===== src/pkg/jts_map.svh =====
`ifndef JTS_MAP_SVH
`define JTS_MAP_SVH
// ----------------------------------------------------------------------
// register offsets
// ----------------------------------------------------------------------
`define JTS_PULL_INHIBIT_OFS 16'h1C18
`define JTS_STATUS_OFS       16'h1C1C
`define JTS_PULL_INHIBIT_RST 16'h0000
// ----------------------------------------------------------------------
// pull inhibit fields: 1 disables the resistor
// ----------------------------------------------------------------------
`define JTS_PI_TRST_PD       0
`define JTS_PI_LINE0_PU      1
`define JTS_PI_LINE1_PU      2
`define JTS_PI_TDO_PU        3
`define JTS_PI_TDI_PU        4
`define JTS_PI_TCK_PU        5
`define JTS_PI_WIDTH         6
// ----------------------------------------------------------------------
// status fields
// ----------------------------------------------------------------------
`define JTS_ST_TEST_MODE     0
`define JTS_ST_TAP_SEL       1
`define JTS_ST_LINE0         2
`define JTS_ST_LINE1         3
// ----------------------------------------------------------------------
// synchronised pin slots
// ----------------------------------------------------------------------
`define JTS_PIN_TRST         0
`define JTS_PIN_TCK          1
`define JTS_PIN_TMS          2
`define JTS_PIN_TDI          3
`define JTS_PIN_LINE0        4
`define JTS_PIN_LINE1        5
`define JTS_PIN_COUNT        6
`endif


===== src/pkg/jts_pkg.sv =====
package jts_pkg;
   typedef enum logic {
      JTS_TAP_BSCAN,
      JTS_TAP_EMU
   } jts_tap_type;
endpackage


===== src/rtl/jts_tap_select.sv =====
// Our own choice: the strobed register port.
`timescale 1ns/1ps
`include "jts_map.svh"

module jts_tap_select
   import jts_pkg::*;
(
   input  wire logic        clock,
   input  wire logic        nrst,
   input  wire logic [15:0] reg_addr,
   input  wire logic [15:0] reg_wdata,
   input  wire logic        reg_wr,
   input  wire logic        reg_rd,
   output logic      [15:0] reg_rdata,
   input  wire logic        trst_pin,
   input  wire logic        tck_pin,
   input  wire logic        tms_pin,
   input  wire logic        tdi_pin,
   output logic             tdo_out,
   output logic             tdo_oe,
   input  wire logic        emulator_line_zero_in,
   output logic             emulator_line_zero_out,
   output logic             emulator_line_zero_oe,
   input  wire logic        emulator_line_one_in,
   output logic             emulator_line_one_out,
   output logic             emulator_line_one_oe,
   output logic             trst_internal_pulldown_en,
   output logic             line_zero_internal_pullup_en,
   output logic             line_one_internal_pullup_en,
   output logic             tdo_internal_pullup_en,
   output logic             tdi_internal_pullup_en,
   output logic             tck_internal_pullup_en,
   output logic             test_mode,
   output jts_tap_type      tap_select,
   output logic             bscan_tck_rise,
   output logic             bscan_tck_fall,
   output logic             emu_tck_rise,
   output logic             emu_tck_fall,
   output logic             tap_tms,
   output logic             tap_tdi,
   input  wire logic        bscan_tdo,
   input  wire logic        bscan_scanning,
   input  wire logic        emu_tdo,
   input  wire logic        emu_scanning,
   output logic             emu_line_zero_seen,
   output logic             emu_line_one_seen,
   input  wire logic        emu_line_zero_drive,
   input  wire logic        emu_line_zero_dir,
   input  wire logic        emu_line_one_drive,
   input  wire logic        emu_line_one_dir
);

   // ----------------------------------------------------------------------
   // pin synchronisers
   // ----------------------------------------------------------------------
   logic [`JTS_PIN_COUNT-1:0] pin_raw;
   logic [`JTS_PIN_COUNT-1:0] pin_stable_reg;
   logic [`JTS_PIN_COUNT-1:0] pin_prev_reg;

   assign pin_raw = {emulator_line_one_in, emulator_line_zero_in, tdi_pin, tms_pin, tck_pin, trst_pin};

   genvar gi;
   generate
      for (gi = 0; gi < `JTS_PIN_COUNT; gi++) begin : g_sync
         logic s1_reg;
         logic s2_reg;
         logic s3_reg;
         always_ff @(posedge clock or negedge nrst) begin
            if (!nrst) begin
               s1_reg <= 1'b0;
               s2_reg <= 1'b0;
               s3_reg <= 1'b0;
            end else begin
               s1_reg <= pin_raw[gi];
               s2_reg <= s1_reg;
               s3_reg <= s2_reg;
            end
         end
         // a change counts once the second and third stages agree
         always_ff @(posedge clock or negedge nrst) begin
            if (!nrst) begin
               pin_stable_reg[gi] <= 1'b0;
            end else if (s2_reg == s3_reg) begin
               pin_stable_reg[gi] <= s3_reg;
            end
         end
      end
   endgenerate

   always_ff @(posedge clock or negedge nrst) begin
      if (!nrst) begin
         pin_prev_reg <= '0;
      end else begin
         pin_prev_reg <= pin_stable_reg;
      end
   end

   logic trst_s;
   logic trst_rise;
   logic tck_rise;
   logic tck_fall;

   assign trst_s    = pin_stable_reg[`JTS_PIN_TRST];
   assign trst_rise = trst_s & ~pin_prev_reg[`JTS_PIN_TRST];
   assign tck_rise  = pin_stable_reg[`JTS_PIN_TCK] & ~pin_prev_reg[`JTS_PIN_TCK];
   assign tck_fall  = ~pin_stable_reg[`JTS_PIN_TCK] & pin_prev_reg[`JTS_PIN_TCK];

   // ----------------------------------------------------------------------
   // test mode and tap selection
   // ----------------------------------------------------------------------
   always_ff @(posedge clock or negedge nrst) begin
      if (!nrst) begin
         test_mode <= 1'b0;
      end else begin
         test_mode <= trst_s;
      end
   end

   // boundary scan until the first test reset pulse
   always_ff @(posedge clock or negedge nrst) begin
      if (!nrst) begin
         tap_select <= JTS_TAP_BSCAN;
      end else if (trst_rise) begin
         tap_select <= jts_tap_type'(pin_stable_reg[`JTS_PIN_LINE0]);
      end
   end

   // ----------------------------------------------------------------------
   // tck edge routing and tms/tdi sampling
   // ----------------------------------------------------------------------
   logic route_ok;

   assign route_ok       = test_mode & trst_s;
   assign bscan_tck_rise = route_ok & tck_rise & (tap_select == JTS_TAP_BSCAN);
   assign bscan_tck_fall = route_ok & tck_fall & (tap_select == JTS_TAP_BSCAN);
   assign emu_tck_rise   = route_ok & tck_rise & (tap_select == JTS_TAP_EMU);
   assign emu_tck_fall   = route_ok & tck_fall & (tap_select == JTS_TAP_EMU);

   always_ff @(posedge clock or negedge nrst) begin
      if (!nrst) begin
         tap_tms <= 1'b1;
         tap_tdi <= 1'b1;
      end else if (route_ok && tck_rise) begin
         tap_tms <= pin_stable_reg[`JTS_PIN_TMS];
         tap_tdi <= pin_stable_reg[`JTS_PIN_TDI];
      end
   end

   // ----------------------------------------------------------------------
   // tdo driver
   // ----------------------------------------------------------------------
   always_ff @(posedge clock or negedge nrst) begin
      if (!nrst) begin
         tdo_out <= 1'b0;
         tdo_oe  <= 1'b0;
      end else if (!route_ok) begin
         tdo_oe  <= 1'b0;
      end else if (tck_fall) begin
         tdo_out <= (tap_select == JTS_TAP_EMU) ? emu_tdo : bscan_tdo;
         tdo_oe  <= (tap_select == JTS_TAP_EMU) ? emu_scanning : bscan_scanning;
      end
   end

   // ----------------------------------------------------------------------
   // emulator interrupt lines
   // ----------------------------------------------------------------------
   assign emu_line_zero_seen = pin_stable_reg[`JTS_PIN_LINE0];
   assign emu_line_one_seen  = pin_stable_reg[`JTS_PIN_LINE1];

   always_ff @(posedge clock or negedge nrst) begin
      if (!nrst) begin
         emulator_line_zero_out <= 1'b0;
         emulator_line_zero_oe  <= 1'b0;
      end else begin
         // line zero stays an input while the selection is being strapped
         emulator_line_zero_out <= emu_line_zero_drive;
         emulator_line_zero_oe  <= route_ok & emu_line_zero_dir;
      end
   end

   always_ff @(posedge clock or negedge nrst) begin
      if (!nrst) begin
         emulator_line_one_out <= 1'b0;
         emulator_line_one_oe  <= 1'b0;
      end else begin
         emulator_line_one_out <= emu_line_one_drive;
         emulator_line_one_oe  <= route_ok & emu_line_one_dir;
      end
   end

   // ----------------------------------------------------------------------
   // register port
   // ----------------------------------------------------------------------
   logic [`JTS_PI_WIDTH-1:0] pull_inhibit_reg;

   always_ff @(posedge clock or negedge nrst) begin
      if (!nrst) begin
         pull_inhibit_reg <= `JTS_PI_WIDTH'(`JTS_PULL_INHIBIT_RST);
      end else if (reg_wr && reg_addr == `JTS_PULL_INHIBIT_OFS) begin
         pull_inhibit_reg <= reg_wdata[`JTS_PI_WIDTH-1:0];
      end
   end

   assign trst_internal_pulldown_en = ~pull_inhibit_reg[`JTS_PI_TRST_PD];
   assign line_zero_internal_pullup_en = ~pull_inhibit_reg[`JTS_PI_LINE0_PU];
   assign line_one_internal_pullup_en  = ~pull_inhibit_reg[`JTS_PI_LINE1_PU];
   assign tdo_internal_pullup_en    = ~pull_inhibit_reg[`JTS_PI_TDO_PU];
   assign tdi_internal_pullup_en    = ~pull_inhibit_reg[`JTS_PI_TDI_PU];
   assign tck_internal_pullup_en    = ~pull_inhibit_reg[`JTS_PI_TCK_PU];

   always_ff @(posedge clock or negedge nrst) begin
      if (!nrst) begin
         reg_rdata <= 16'h0000;
      end else if (reg_rd && reg_addr == `JTS_PULL_INHIBIT_OFS) begin
         reg_rdata <= {{(16-`JTS_PI_WIDTH){1'b0}}, pull_inhibit_reg};
      end else if (reg_rd && reg_addr == `JTS_STATUS_OFS) begin
         reg_rdata <= {12'h000, emu_line_one_seen, emu_line_zero_seen, tap_select, test_mode};
      end else begin
         reg_rdata <= 16'h0000;
      end
   end
endmodule


===== config.mk =====
export PLATFORM = sky130hd
export DESIGN_NAME = jts_tap_select
export DESIGN_NICKNAME = d
export VERILOG_FILES = /design/src/pkg/jts_pkg.sv /design/src/rtl/jts_tap_select.sv
export VERILOG_INCLUDE_DIRS = /design/src /design/src/pkg
export SDC_FILE = /design/constraint.sdc
export NUM_CORES = 1
export LEC_CHECK = 0
export BUFFER_PORTS_ARGS = -buffer_cell sky130_fd_sc_hd__buf_2
export CELL_PAD_IN_SITES_DETAIL_PLACEMENT = 0
export CELL_PAD_IN_SITES_GLOBAL_PLACEMENT = 1
export CORE_UTILIZATION = 34
export CTS_CLUSTER_DIAMETER = 80
export CTS_CLUSTER_SIZE = 16
export DETAILED_ROUTE_END_ITERATION = 7
export HOLD_SLACK_MARGIN = 0.1
export PLACE_DENSITY_LB_ADDON = 0.1
export SETUP_SLACK_MARGIN = 0.3
export SKIP_LAST_GASP = 1
export SLEW_MARGIN = 20
export SYNTH_ARGS = -nofsm -noshare
export SYNTH_HDL_FRONTEND = slang
export SYNTH_SLANG_ARGS = --single-unit

===== constraint.sdc =====
create_clock -name clock -period 1.41 [get_ports clock]
set_input_delay 0.282 -clock clock [delete_from_list [all_inputs] [get_ports clock]]
set_output_delay 0.282 -clock clock [all_outputs]
set_load 0.01 [all_outputs]

==> results of run 1 <==
## metal layers
metal | global-route usage | up-vias
met2 | 0.246 | 40
met1 | 0.180 | 617
met4 | 0.0588 | 0
li1 | - | 616
met5 | 0 | -
met3 | 0.0497 | 7
## critical path: stages, from the launching register on
cell and delay (ps):
dfrtp_1 390, nand4b_1 290, nor2_2 160, buf_2 130
## area by class of cell
type | instances | area [µm²] | area share
Multi-Input combinational cell | 61 | 556 | 0.197
Inverter | 8 | 30.0 | 0.0106
Clock buffer | 6 | 72.6 | 0.0257
Tap cell | 67 | 83.8 | 0.0297
Timing Repair Buffer | 117 | 842 | 0.298
Sequential cell | 47 | 1180 | 0.418
Clock inverter | 2 | 60.1 | 0.0213
## repair_timing
action | 4_1_cts | 5_1_grt
setup endpoints to repair | 24 | 34
pin swaps | 7 | 7
hold endpoints to repair | 20 | 0
hold buffers | 9 | 0
buffers inserted | 20 | 9
gates resized for setup | 15 | 16
## how the worst min path moves through the flow
stage | depth (start not counted) | slack (ps) | startpoint | to
after floorplan | 0 | -10 | nrst | emu_line_one_seen
after global placement | 1 | 230 | nrst | pin_stable_reg[3]
after detailed placement | 1 | 230 | nrst | pin_stable_reg[3]
after CTS | 2 | 210 | reg_wdata[5] | pull_inhibit_reg[5]
after global routing | 2 | 210 | reg_wdata[5] | pull_inhibit_reg[5]
final | 2 | 210 | reg_wdata[5] | pull_inhibit_reg[5]
## metrics by stage
stage                     power [W]  hold WS [ps]
after floorplan             0.00175         -13.6
after global placement      0.00192           227
after detailed placement    0.00193           232
after CTS                   0.00323           207
after global routing        0.00342           206
final                       0.00327           213
## cells by family (layout without fill, tap and decap cells)
group           Yosys count  after routing  synth area share
compound gates            4              4            0.0155
fa+ha+maj                 6              6            0.0354
mux                      14             14            0.0884
simple gates             27             27            0.0958
buf+inv                  21            133            0.0685
other cells               1             10           0.00221
flops                    47             47             0.694
## power groups by stage
stage	registers, W	logic, W	clock network [W]
floorplan	0.00157	0.000181	0
global placement	0.00154	0.000380	0
detailed placement	0.00154	0.000389	0
CTS	0.00152	0.000539	0.00117
global route	0.00154	0.000660	0.00122
finish	0.00152	0.000610	0.00114
## cells in the final DEF, fill, tap and decap left out, drive strengths merged
cell type | Yosys | final
a31o | 1 | 1
nand4 | 1 | 1
nor2b | 1 | 1
inv | 8 | 8
nor4 | 1 | 1
nand3 | 1 | 1
nor2 | 10 | 10
mux2i | 6 | 6
or3b | 1 | 1
and3 | 2 | 2
dfstp | 2 | 2
conb | 1 | 10
bufinv | 0 | 2
a21oi | 1 | 1
nand2 | 3 | 3
nor4b | 2 | 2
maj3 | 6 | 6
mux2 | 8 | 8
nor3 | 2 | 2
nand4bb | 1 | 1
dlygate4sd3 | 0 | 9
nand4b | 1 | 1
o21ai | 1 | 1
clkbuf | 3 | 6
buf | 10 | 108
nand2b | 1 | 1
dfrtp | 45 | 45
a211oi | 1 | 1
==> metrics.md, run 1 <==
| Metric | Value |
|---|---|
| Status | `complete, but fails checks` |
| Violated checks | `negative setup slack` |
| Largest net degree at the start of global routing | `20` |
| Largest area contributor in the synthesized netlist | `dfrtp_1` |
| Die Span X | `72.7 µm` |
| Nets | `290` |
| DR iter-0 viols | `26` |
| First-pass GRT wire length | `5810 µm` |
| M1 wire length | `1680 µm` |
| HPWL reported at the end of detailed placement | `2540 µm` |
| Clk slew on worst S/H paths | `80 ps` |
| Routability cong. | `0.709` |
| Final Core Density | `0.594` |
| Post-Route Skew | `3.03 ps` |
| Synth top area share | `0.663` |
| Critical Path RT | `1130 ps` |
| Met2 WL | `1870 µm` |
| IO buf count | `67` |
| ANT cells | `0` |
| Count leader, synth | `dfrtp_1` |
| Post-synth EDFFs | `0` |
| Drt total wl | `3800 µm` |
| DP Cell Count | `262` |
| Final WS setup | `-136 ps` |
| Peak supply drop | `0.658 mV` |
| RSZ-0062 raised after global routing | `true` |
| Drt pass-1 iters | `2` |
| Dpl ws | `-337 ps` |
| Critical Path Start Type | `register` |
| Skew-Pair Late Insertion Delay | `300 ps` |
| CP Capture Point | `bscan_tck_rise` |
| Initial Util | `0.357` |
| Critical Setup Path Class | `register to output pin` |
| Reg2Reg Setup Slack | `-50 ps` |
| Clock sinks | `47` |
| Vias/cell | `4.16` |
| Cell Rows | `25` |
| Metal3 WL | `200 µm` |
| Syn Std Cell Area | `0.00170 mm²` |
| Io pins | `88` |
| MaxCap Viol Count | `0` |
| Sequential share of the synthesized area | `0.694` |
| Tmin final | `1550 ps` |
| Placement Cell Area | `0.00223 mm²` |
| Critical Path Fanout Max | `3` |
| Reg-to-Reg End | `tap_tms` |
| H-tree Lvls | `2` |
| Antenna viol nets, final | `0` |
| Syn. warnings | `0` |
| Synth cell count leaders | `dfrtp_1 (45), buf_4 (10), nor2_1 (10), inv_1 (8), mux2_2 (8)` |
| Top layer in use | `met4` |
| Sw Share | `0.226` |
| Final hold vios | `0` |
| Post-layout instance area | `0.00282 mm²` |
| Via count | `1280` |
| Reg2reg start | `pin_prev_reg[1]` |
| Worst hold path type | `input port to register` |
| Critical Path AT | `1260 ps` |
| Number of global-route vias before repair | `1285` |
| Die H | `72.7 µm` |
| Synth cell types | `26` |
| Drt wl/cell | `12.3 µm` |
| Layout cells sized above 1 | `0.593` |
| Synthesized area per cell | `14.1 µm²` |
| Area overhead of the layout relative to synthesis | `66.3%` |
| Crit. Startpoint | `pin_prev_reg[1]` |
| P_int | `0.00253 W` |
| Largest cells by area after synthesis | `dfrtp_1 (66%), mux2_2 (5.3%), buf_4 (4.4%)` |
| Core area | `0.00475 mm²` |
| Cell Count, Final, Fillers Out | `308` |
| Flops & latches, synth | `47` |
| Fmax | `647 MHz` |
| Asr flop ratio synth | `1.00` |
| Syn Inst Count | `120` |
| Crit path capture type | `output pin` |
| Initial antenna violation count | `0` |
| Register-to-Register Path Depth | `5` |
| Pwr dens | `1160 mW/mm²` |
| Root buf cell | `clkbuf_8` |
| Sequential Power Share | `0.465` |
| Fin Setup TNS | `-525 ps` |
| Num CTS Buffers | `5` |
| CTS Buffer Depth | `2` |
| P_sw | `0.000739 W` |
| Leakage power | `1.42 nW` |
| Fraction of the cycle the final worst path needs | `1.10` |
| Comb power frac | `0.186` |
| Max-slew violations | `0` |
| Total die area | `0.00528 mm²` |
| CTS tree | `built` |
| Total gr overflow | `0` |
| Main synth FF type | `dfrtp_1` |
| # DRC | `0` |
| Filler cell count | `412` |
| Final setup fails | `6` |
| Clock share of power | `0.349` |
| All-Layer GR Usage | `0.149` |
Power figures use the tool's default switching activity.
==> run 2, diff against run 1 <==
- CELL_PAD_IN_SITES_DETAIL_PLACEMENT: 0 -> 1
- CELL_PAD_IN_SITES_GLOBAL_PLACEMENT: 1 -> 2
- CORE_UTILIZATION: 34 -> 27
==> metrics.md, run 2 (synthesized netlist as in run 1, its figures left out) <==
| Metric | Value |
|---|---|
| Final setup fails | `4 (-2)` |
| Tmin final | `1490 ps (-52.1 ps)` |
| Final hold vios | `0 (unchanged)` |
| CTS Buffer Depth | `2 (unchanged)` |
| Status | `complete, but fails checks` |
| Critical Path Start Type | `register` |
| Io pins | `88 (unchanged)` |
| Slowest cell on crit path | `dfrtp_1` |
| Sequential Power Share | `0.481 (+0.016)` |
| Fmax | `670 MHz (+3.5%)` |
| Max-slew violations | `0 (unchanged)` |
| Root buf cell | `clkbuf_8` |
| Hold wc startpoint | `reg_wdata[0]` |
| CTS tree | `built` |
| Hold endpoint | `pull_inhibit_reg[0]` |
| P_int | `0.00240 W (-5.1%)` |
| HPWL reported at the end of detailed placement | `2840 µm (+12%)` |
| Critical Path Fanout Max | `3 (unchanged)` |
| Total gr overflow | `0 (unchanged)` |
| Drt wl/cell | `13.4 µm (+8.5%)` |
| Commonest non-fill, non-tap cell in the layout | `buf_2` |
| ANT cells | `0 (unchanged)` |
| Critical Setup Path Class | `register to output pin` |
| Comb power frac | `0.196 (+0.010)` |
| Register-to-Register Path Depth | `6 (+1)` |
| Pwr dens | `1110 mW/mm² (-3.9%)` |
| Via count | `1284 (+0.31%)` |
| Critical-path cell list | `nor2b_4, nand3_4, nor2_2, buf_2` |
| DR iter-0 viols | `30 (+15%)` |
| All-Layer GR Usage | `0.130 (-0.0189)` |
| Area overhead of the layout relative to synthesis | `67.2%` |
| Routability cong. | `0.666 (-6.0%)` |
| Crit path capture type | `output pin` |
| Num CTS Buffers | `5 (unchanged)` |
| IO buf count | `67 (unchanged)` |
| Drt total wl | `4220 µm (+11%)` |
| Drt pass-1 iters | `2 (unchanged)` |
| Fraction of the cycle the final worst path needs | `1.06 (-0.0370)` |
| Final WS setup | `-83.4 ps (+52.1 ps)` |
| Antenna viol nets, final | `0 (unchanged)` |
| Worst path max stage delay | `430 ps (+40 ps)` |
| Final hold slack | `219 ps (+5.78 ps)` |
| Violated checks | `negative setup slack` |
| Filler cell count | `642 (+56%)` |
| RSZ-0062 raised after global routing | `true` |
| Layout cells sized above 1 | `0.596 (+0.00247)` |
| Hold depth | `2 (unchanged)` |
| MaxCap Viol Count | `0 (unchanged)` |
| Vias/cell | `4.08 (-1.9%)` |
| H-tree Lvls | `2 (unchanged)` |
| Leakage power | `1.42 nW (+0.27%)` |
| Die Span X | `81.3 µm (+12%)` |
| Critical Path AT | `1210 ps (-50 ps)` |
| Sw Share | `0.240 (+0.0140)` |
| Clk slew on worst S/H paths | `90 ps (about the same)` |
| Initial Util | `0.283 (-0.0737)` |
| Post-Route Skew | `5.34 ps (+2.31 ps)` |
| Commonest cells after routing, fill and taps aside | `buf_2 (52), dfrtp_1 (44), buf_4 (31)` |
| Reg2reg start | `pin_prev_reg[1]` |
| Reg2Reg Setup Slack | `120 ps (+170 ps)` |
| First-pass GRT wire length | `6290 µm (+8.3%)` |
| Initial antenna violation count | `0 (unchanged)` |
| # DRC | `0 (unchanged)` |
| Die H | `81.3 µm (+12%)` |
| Clock sinks | `47 (unchanged)` |
| Core area | `0.00599 mm² (+26%)` |
| Critical Path RT | `1130 ps (about the same)` |
| Reg-to-Reg End | `tdo_oe` |
| Nets | `289 (-0.34%)` |
| Final Core Density | `0.474 (-0.120)` |
| Clock share of power | `0.322 (-0.027)` |
| Worst hold path type | `input port to register` |
| Cell Rows | `28 (+12%)` |
| Number of global-route vias before repair | `1320 (+2.7%)` |
| Largest net degree at the start of global routing | `20 (unchanged)` |
| P_sw | `0.000759 W (+2.6%)` |
| Peak supply drop | `0.506 mV (-23%)` |
| Skew-Pair Late Insertion Delay | `290 ps (about the same)` |
| Total die area | `0.00661 mm² (+25%)` |
-- run 2: changes by cell type in the layout (fill, tap and decap cells not counted), sizes merged --
| cell | delta |
|---|---|
| clkinv | +1 |
| buf | -1 |
| bufinv | -1 |
-- run 2: per-stage QoR --
step                area [µm²]  TNS, ps  setup WS, ps  power, W  instances
floorplan                 1800    -1490          -248   0.00175        129
CTS                       2640     -446          -142   0.00312        302
global route              2840     -603          -167   0.00332        315
detailed placement        2220    -2360          -312   0.00194        268
global placement          2220    -1890          -286   0.00192        268
finish                    2840     -274         -83.4   0.00316        315
-- run 2: worst max-delay path, delay by kind of cell, from the launching register on --
family / cells / cell delay [ps]
flops: 1 / 430
buf+inv: 1 / 130
simple gates: 3 / 350
-- run 2: cell type report --
cell class / count / area, µm² / share of cell area
Sequential cell: 47 / 1180 / 0.416
Timing Repair Buffer: 116 / 862 / 0.304
Clock buffer: 6 / 82.6 / 0.0291
Inverter: 8 / 30.0 / 0.0106
Tap cell: 75 / 93.8 / 0.0331
Multi-Input combinational cell: 61 / 556 / 0.196
Clock inverter: 2 / 35.0 / 0.0123
-- run 2: power groups by stage --
stage | logic [W] | registers (W) | clock network [W]
after global placement | 0.000382 | 0.00154 | 0
after floorplan | 0.000181 | 0.00157 | 0
final | 0.000621 | 0.00152 | 0.00102
after CTS | 0.000539 | 0.00152 | 0.00106
after global routing | 0.000672 | 0.00154 | 0.00111
after detailed placement | 0.000392 | 0.00155 | 0
-- run 2: routing by layer --
metal | track usage | vias up | part of all wire
li1 | - | 613 | -
met1 | 0.149 | 633 | 0.39
met2 | 0.228 | 34 | 0.55
met3 | 0.0371 | 4 | 0.046
met4 | 0.0482 | 0 | 0.011
met5 | 0 | - | 0
-- run 2: worst max-delay path by stage --
stage                      start                   to  slack (ps)  cells past startpoint
2_1_floorplan       reg_addr[13]  pull_inhibit_reg[0]        -250                      3
3_3_place_gp        reg_addr[13]  pull_inhibit_reg[3]        -290                      5
3_5_place_dp         reg_addr[1]  pull_inhibit_reg[2]        -310                      6
4_1_cts        pin_stable_reg[1]         emu_tck_fall        -140                      4
5_1_grt        pin_stable_reg[1]         emu_tck_fall        -170                      4
6_report       pin_stable_reg[1]         emu_tck_fall         -80                      4
-- run 2: timing repair --
action,in CTS,in global routing
endpoints found under the setup margin,33,35
pin swaps,7,6
hold buffers,9,0
hold endpoints to repair,18,0
setup buffers,17,13
resized for setup,15,21
==> run 3, diff against run 2 <==
- ABC_AREA: unset -> 1
- CORE_ASPECT_RATIO: unset -> 1.75
- CORE_UTILIZATION: 27 -> 26
==> metrics.md, run 3 <==
| Metric | Value |
|---|---|
| P_int | `0.00240 W (-0.23%)` |
| Critical Path Fanout Max | `3 (unchanged)` |
| Drt pass-1 iters | `4 (+2)` |
| Fmax | `641 MHz (-4.2%)` |
| Clock share of power | `0.358 (+0.036)` |
| GRT Max-Usage Layer | `met2` |
| Reg2reg start | `pin_stable_reg[1]` |
| Hold depth | `1 (-1)` |
| Synthesized area per cell | `10.7 µm² (-24%)` |
| Met1 Use GR | `0.127 (-0.0218)` |
| Placement Cell Area | `0.00228 mm² (+2.6%)` |
| Io pins | `88 (unchanged)` |
| Clk slew on worst S/H paths | `60 ps (-30 ps)` |
| Status | `complete, but fails checks` |
| Count leader, synth | `dfrtp_1` |
| Via count | `1442 (+12%)` |
| Sequential share of the synthesized area | `0.654 (-0.0400)` |
| DR iter-0 viols | `19 (-37%)` |
| Routability cong. | `0.690 (+3.5%)` |
| Register-to-Register Path Depth | `6 (unchanged)` |
| Commonest non-fill, non-tap cell in the layout | `buf_2` |
| Clock sinks | `47 (unchanged)` |
| Post-synth EDFFs | `0 (unchanged)` |
| Synth top area share | `0.625 (-0.0382)` |
| Commonest cells after routing, fill and taps aside | `buf_2 (57), dfrtp_1 (44), nand2_1 (29)` |
| Flops & latches, synth | `47 (unchanged)` |
| Fraction of the cycle the final worst path needs | `1.11 (+0.0469)` |
| Post-Route Skew | `4.98 ps (-0.361 ps)` |
| Post-layout instance area | `0.00279 mm² (-1.9%)` |
| HPWL reported at the end of detailed placement | `3110 µm (+9.6%)` |
| Total die area | `0.00728 mm² (+10%)` |
| Asr flop ratio synth | `1.00 (unchanged)` |
| GR Util met3 | `0.0366 (-0.000493)` |
| Largest net degree at the start of global routing | `20 (unchanged)` |
| Final setup fails | `4 (unchanged)` |
| All-Layer GR Usage | `0.125 (-0.00493)` |
| Leakage power | `1.45 nW (+1.6%)` |
| Syn Inst Count | `168 (+40%)` |
| MaxCap Viol Count | `0 (unchanged)` |
| Synth cell count leaders | `dfrtp_1 (45), nand2_1 (31), inv_1 (23), nand3_1 (18), nor2_1 (16)` |
| Largest cells by area after synthesis | `dfrtp_1 (62%), nand2_1 (6.5%), nand3_1 (5.0%)` |
| Number of global-route vias before repair | `1475 (+12%)` |
| Layout cells sized above 1 | `0.477 (-0.119)` |
| Largest area contributor in the synthesized netlist | `dfrtp_1` |
| RSZ-0062 raised after global routing | `true` |
| Vias/cell | `3.99 (-2.0%)` |
| DP Cell Count | `324 (+21%)` |
| Final hold vios | `0 (unchanged)` |
| H-tree Lvls | `2 (unchanged)` |
| Total gr overflow | `0 (unchanged)` |
| Sequential Power Share | `0.481 (about the same)` |
| Syn. warnings | `0 (unchanged)` |
| Sw Share | `0.243 (+0.00354)` |
| Antenna viol nets, final | `0 (unchanged)` |
| CTS tree | `built` |
| Drt wl/cell | `11.5 µm (-14%)` |
| Critical Setup Path Class | `register to output pin` |
| Main synth FF type | `dfrtp_1` |
| ANT cells | `0 (unchanged)` |
| Critical Path RT | `1130 ps (about the same)` |
| Skew-Pair Late Insertion Delay | `280 ps (about the same)` |
| Final Power | `0.00317 W (+0.23%)` |
| Reg-to-Reg End | `tap_tdi` |
| Cell Count, Final, Fillers Out | `361 (+15%)` |
| CTS Buffer Depth | `2 (unchanged)` |
| Critical Path Start Type | `register` |
| Reg2Reg Setup Slack | `100 ps (-20 ps)` |
| Filler cell count | `789 (+23%)` |
| Area overhead of the layout relative to synthesis | `54.7%` |
| Nets | `328 (+13%)` |
| Initial antenna violation count | `0 (unchanged)` |
| # DRC | `0 (unchanged)` |
| Worst hold path type | `input port to register` |
| Tmin final | `1560 ps (+66.2 ps)` |
| Root buf cell | `clkbuf_16` |
| Die Span X | `64.9 µm (-20%)` |
| Crit. Startpoint | `pin_stable_reg[1]` |
| IO buf count | `67 (unchanged)` |
| Die H | `112 µm (+38%)` |
| First-pass GRT wire length | `6740 µm (+7.1%)` |
| Peak supply drop | `0.484 mV (-4.4%)` |
| Comb power frac | `0.161 (-0.035)` |
| Pwr dens | `1140 mW/mm² (+2.1%)` |
| CP Capture Point | `emu_tck_fall` |
| Drt total wl | `4170 µm (-1.3%)` |
| Num CTS Buffers | `5 (unchanged)` |
| Crit path capture type | `output pin` |
| Final WS setup | `-150 ps (-66.2 ps)` |
| Core area | `0.00659 mm² (+10%)` |
| Violated checks | `negative setup slack` |
| Max-slew violations | `0 (unchanged)` |
| Cell Rows | `39 (+39%)` |
| Synth cell types | `19 (-27%)` |
| Final Core Density | `0.423 (-0.0509)` |
| P_sw | `0.000772 W (+1.7%)` |
| Syn Std Cell Area | `0.00180 mm² (+6.1%)` |
| Critical Path AT | `1280 ps (+70 ps)` |
| Initial Util | `0.274 (-0.00991)` |
| M2 GR Usage | `0.218 (-0.00944)` |
run 3: cell types whose count changed after synthesis, moves of 4 or more:
cell,change
mux2_2,-6
mux2i_1,-6
nand3_1,+17
nor2_1,+6
inv_1,+15
nor2_2,+4
nand2_1,+28
run 3: metal layers:
| metal | routed length, µm | vias to the layer above |
|---|---|---|
| li1 | - | 711 |
| met1 | 1530 | 674 |
| met2 | 2250 | 53 |
| met3 | 297 | 4 |
| met4 | 85 | 0 |
| met5 | 0 | - |
run 3: cell type report:
class	instances	area, µm²	share of cell area
Sequential cell	47	1180	0.423
Timing Repair Buffer	105	723	0.260
Multi-Input combinational cell	95	543	0.195
Clock buffer	5	125	0.0449
Tap cell	82	103	0.0368
Inverter	24	92.6	0.0332
Clock inverter	3	20.0	0.00718
run 3: per-stage QoR:
stage	setup slack (ps)	hold WS (ps)	setup TNS [ps]
after detailed placement	41.5	250	0
after floorplan	222	-13.6	0
after global routing	-209	100	-673
after CTS	-206	101	-572
after global placement	59.7	251	0
final	-150	106	-447
run 3: logic make-up after synthesis:
family	Yosys count	share of synthesized area
buffers and inverters	35	0.0979
other	1	0.00208
AO/OA/AOI/OAI	1	0.00278
AND/OR/NAND/NOR	76	0.197
flip-flops	47	0.654
adder cells (fa/ha/maj)	6	0.0333
multiplexers	2	0.0125
run 3: worst min-delay path by stage:
stage	start	endpoint
after detailed placement	nrst	pin_stable_reg[2]
final	tck_pin	g_sync[1].s1_reg
after global placement	nrst	pin_stable_reg[2]
after floorplan	nrst	emu_line_one_seen
after CTS	tck_pin	g_sync[1].s1_reg
after global routing	tck_pin	g_sync[1].s1_reg
run 3: critical path, stage by stage, from the launching register on:
cell,delay (ps)
dfrtp_1,380
or2_4,260
nor2_4,100
inv_4,60
nor2_4,90
buf_6,110
run 3: power by group through the flow:
stage                     clock network [W]  logic, W  registers [W]
final                               0.00114  0.000510        0.00152
after global routing                0.00123  0.000556        0.00154
after CTS                           0.00119  0.000486        0.00153
after detailed placement                  0  0.000358        0.00156
after global placement                    0  0.000353        0.00155
after floorplan                           0  0.000150        0.00158
run 3: timing repair:
action / CTS / global route
setup buffers: 14 / 8
endpoints found under the setup margin: 19 / 43
resized for setup: 18 / 15
pin swaps: 6 / 6
hold buffers: 7 / 0
endpoints found under the hold margin: 20 / 0
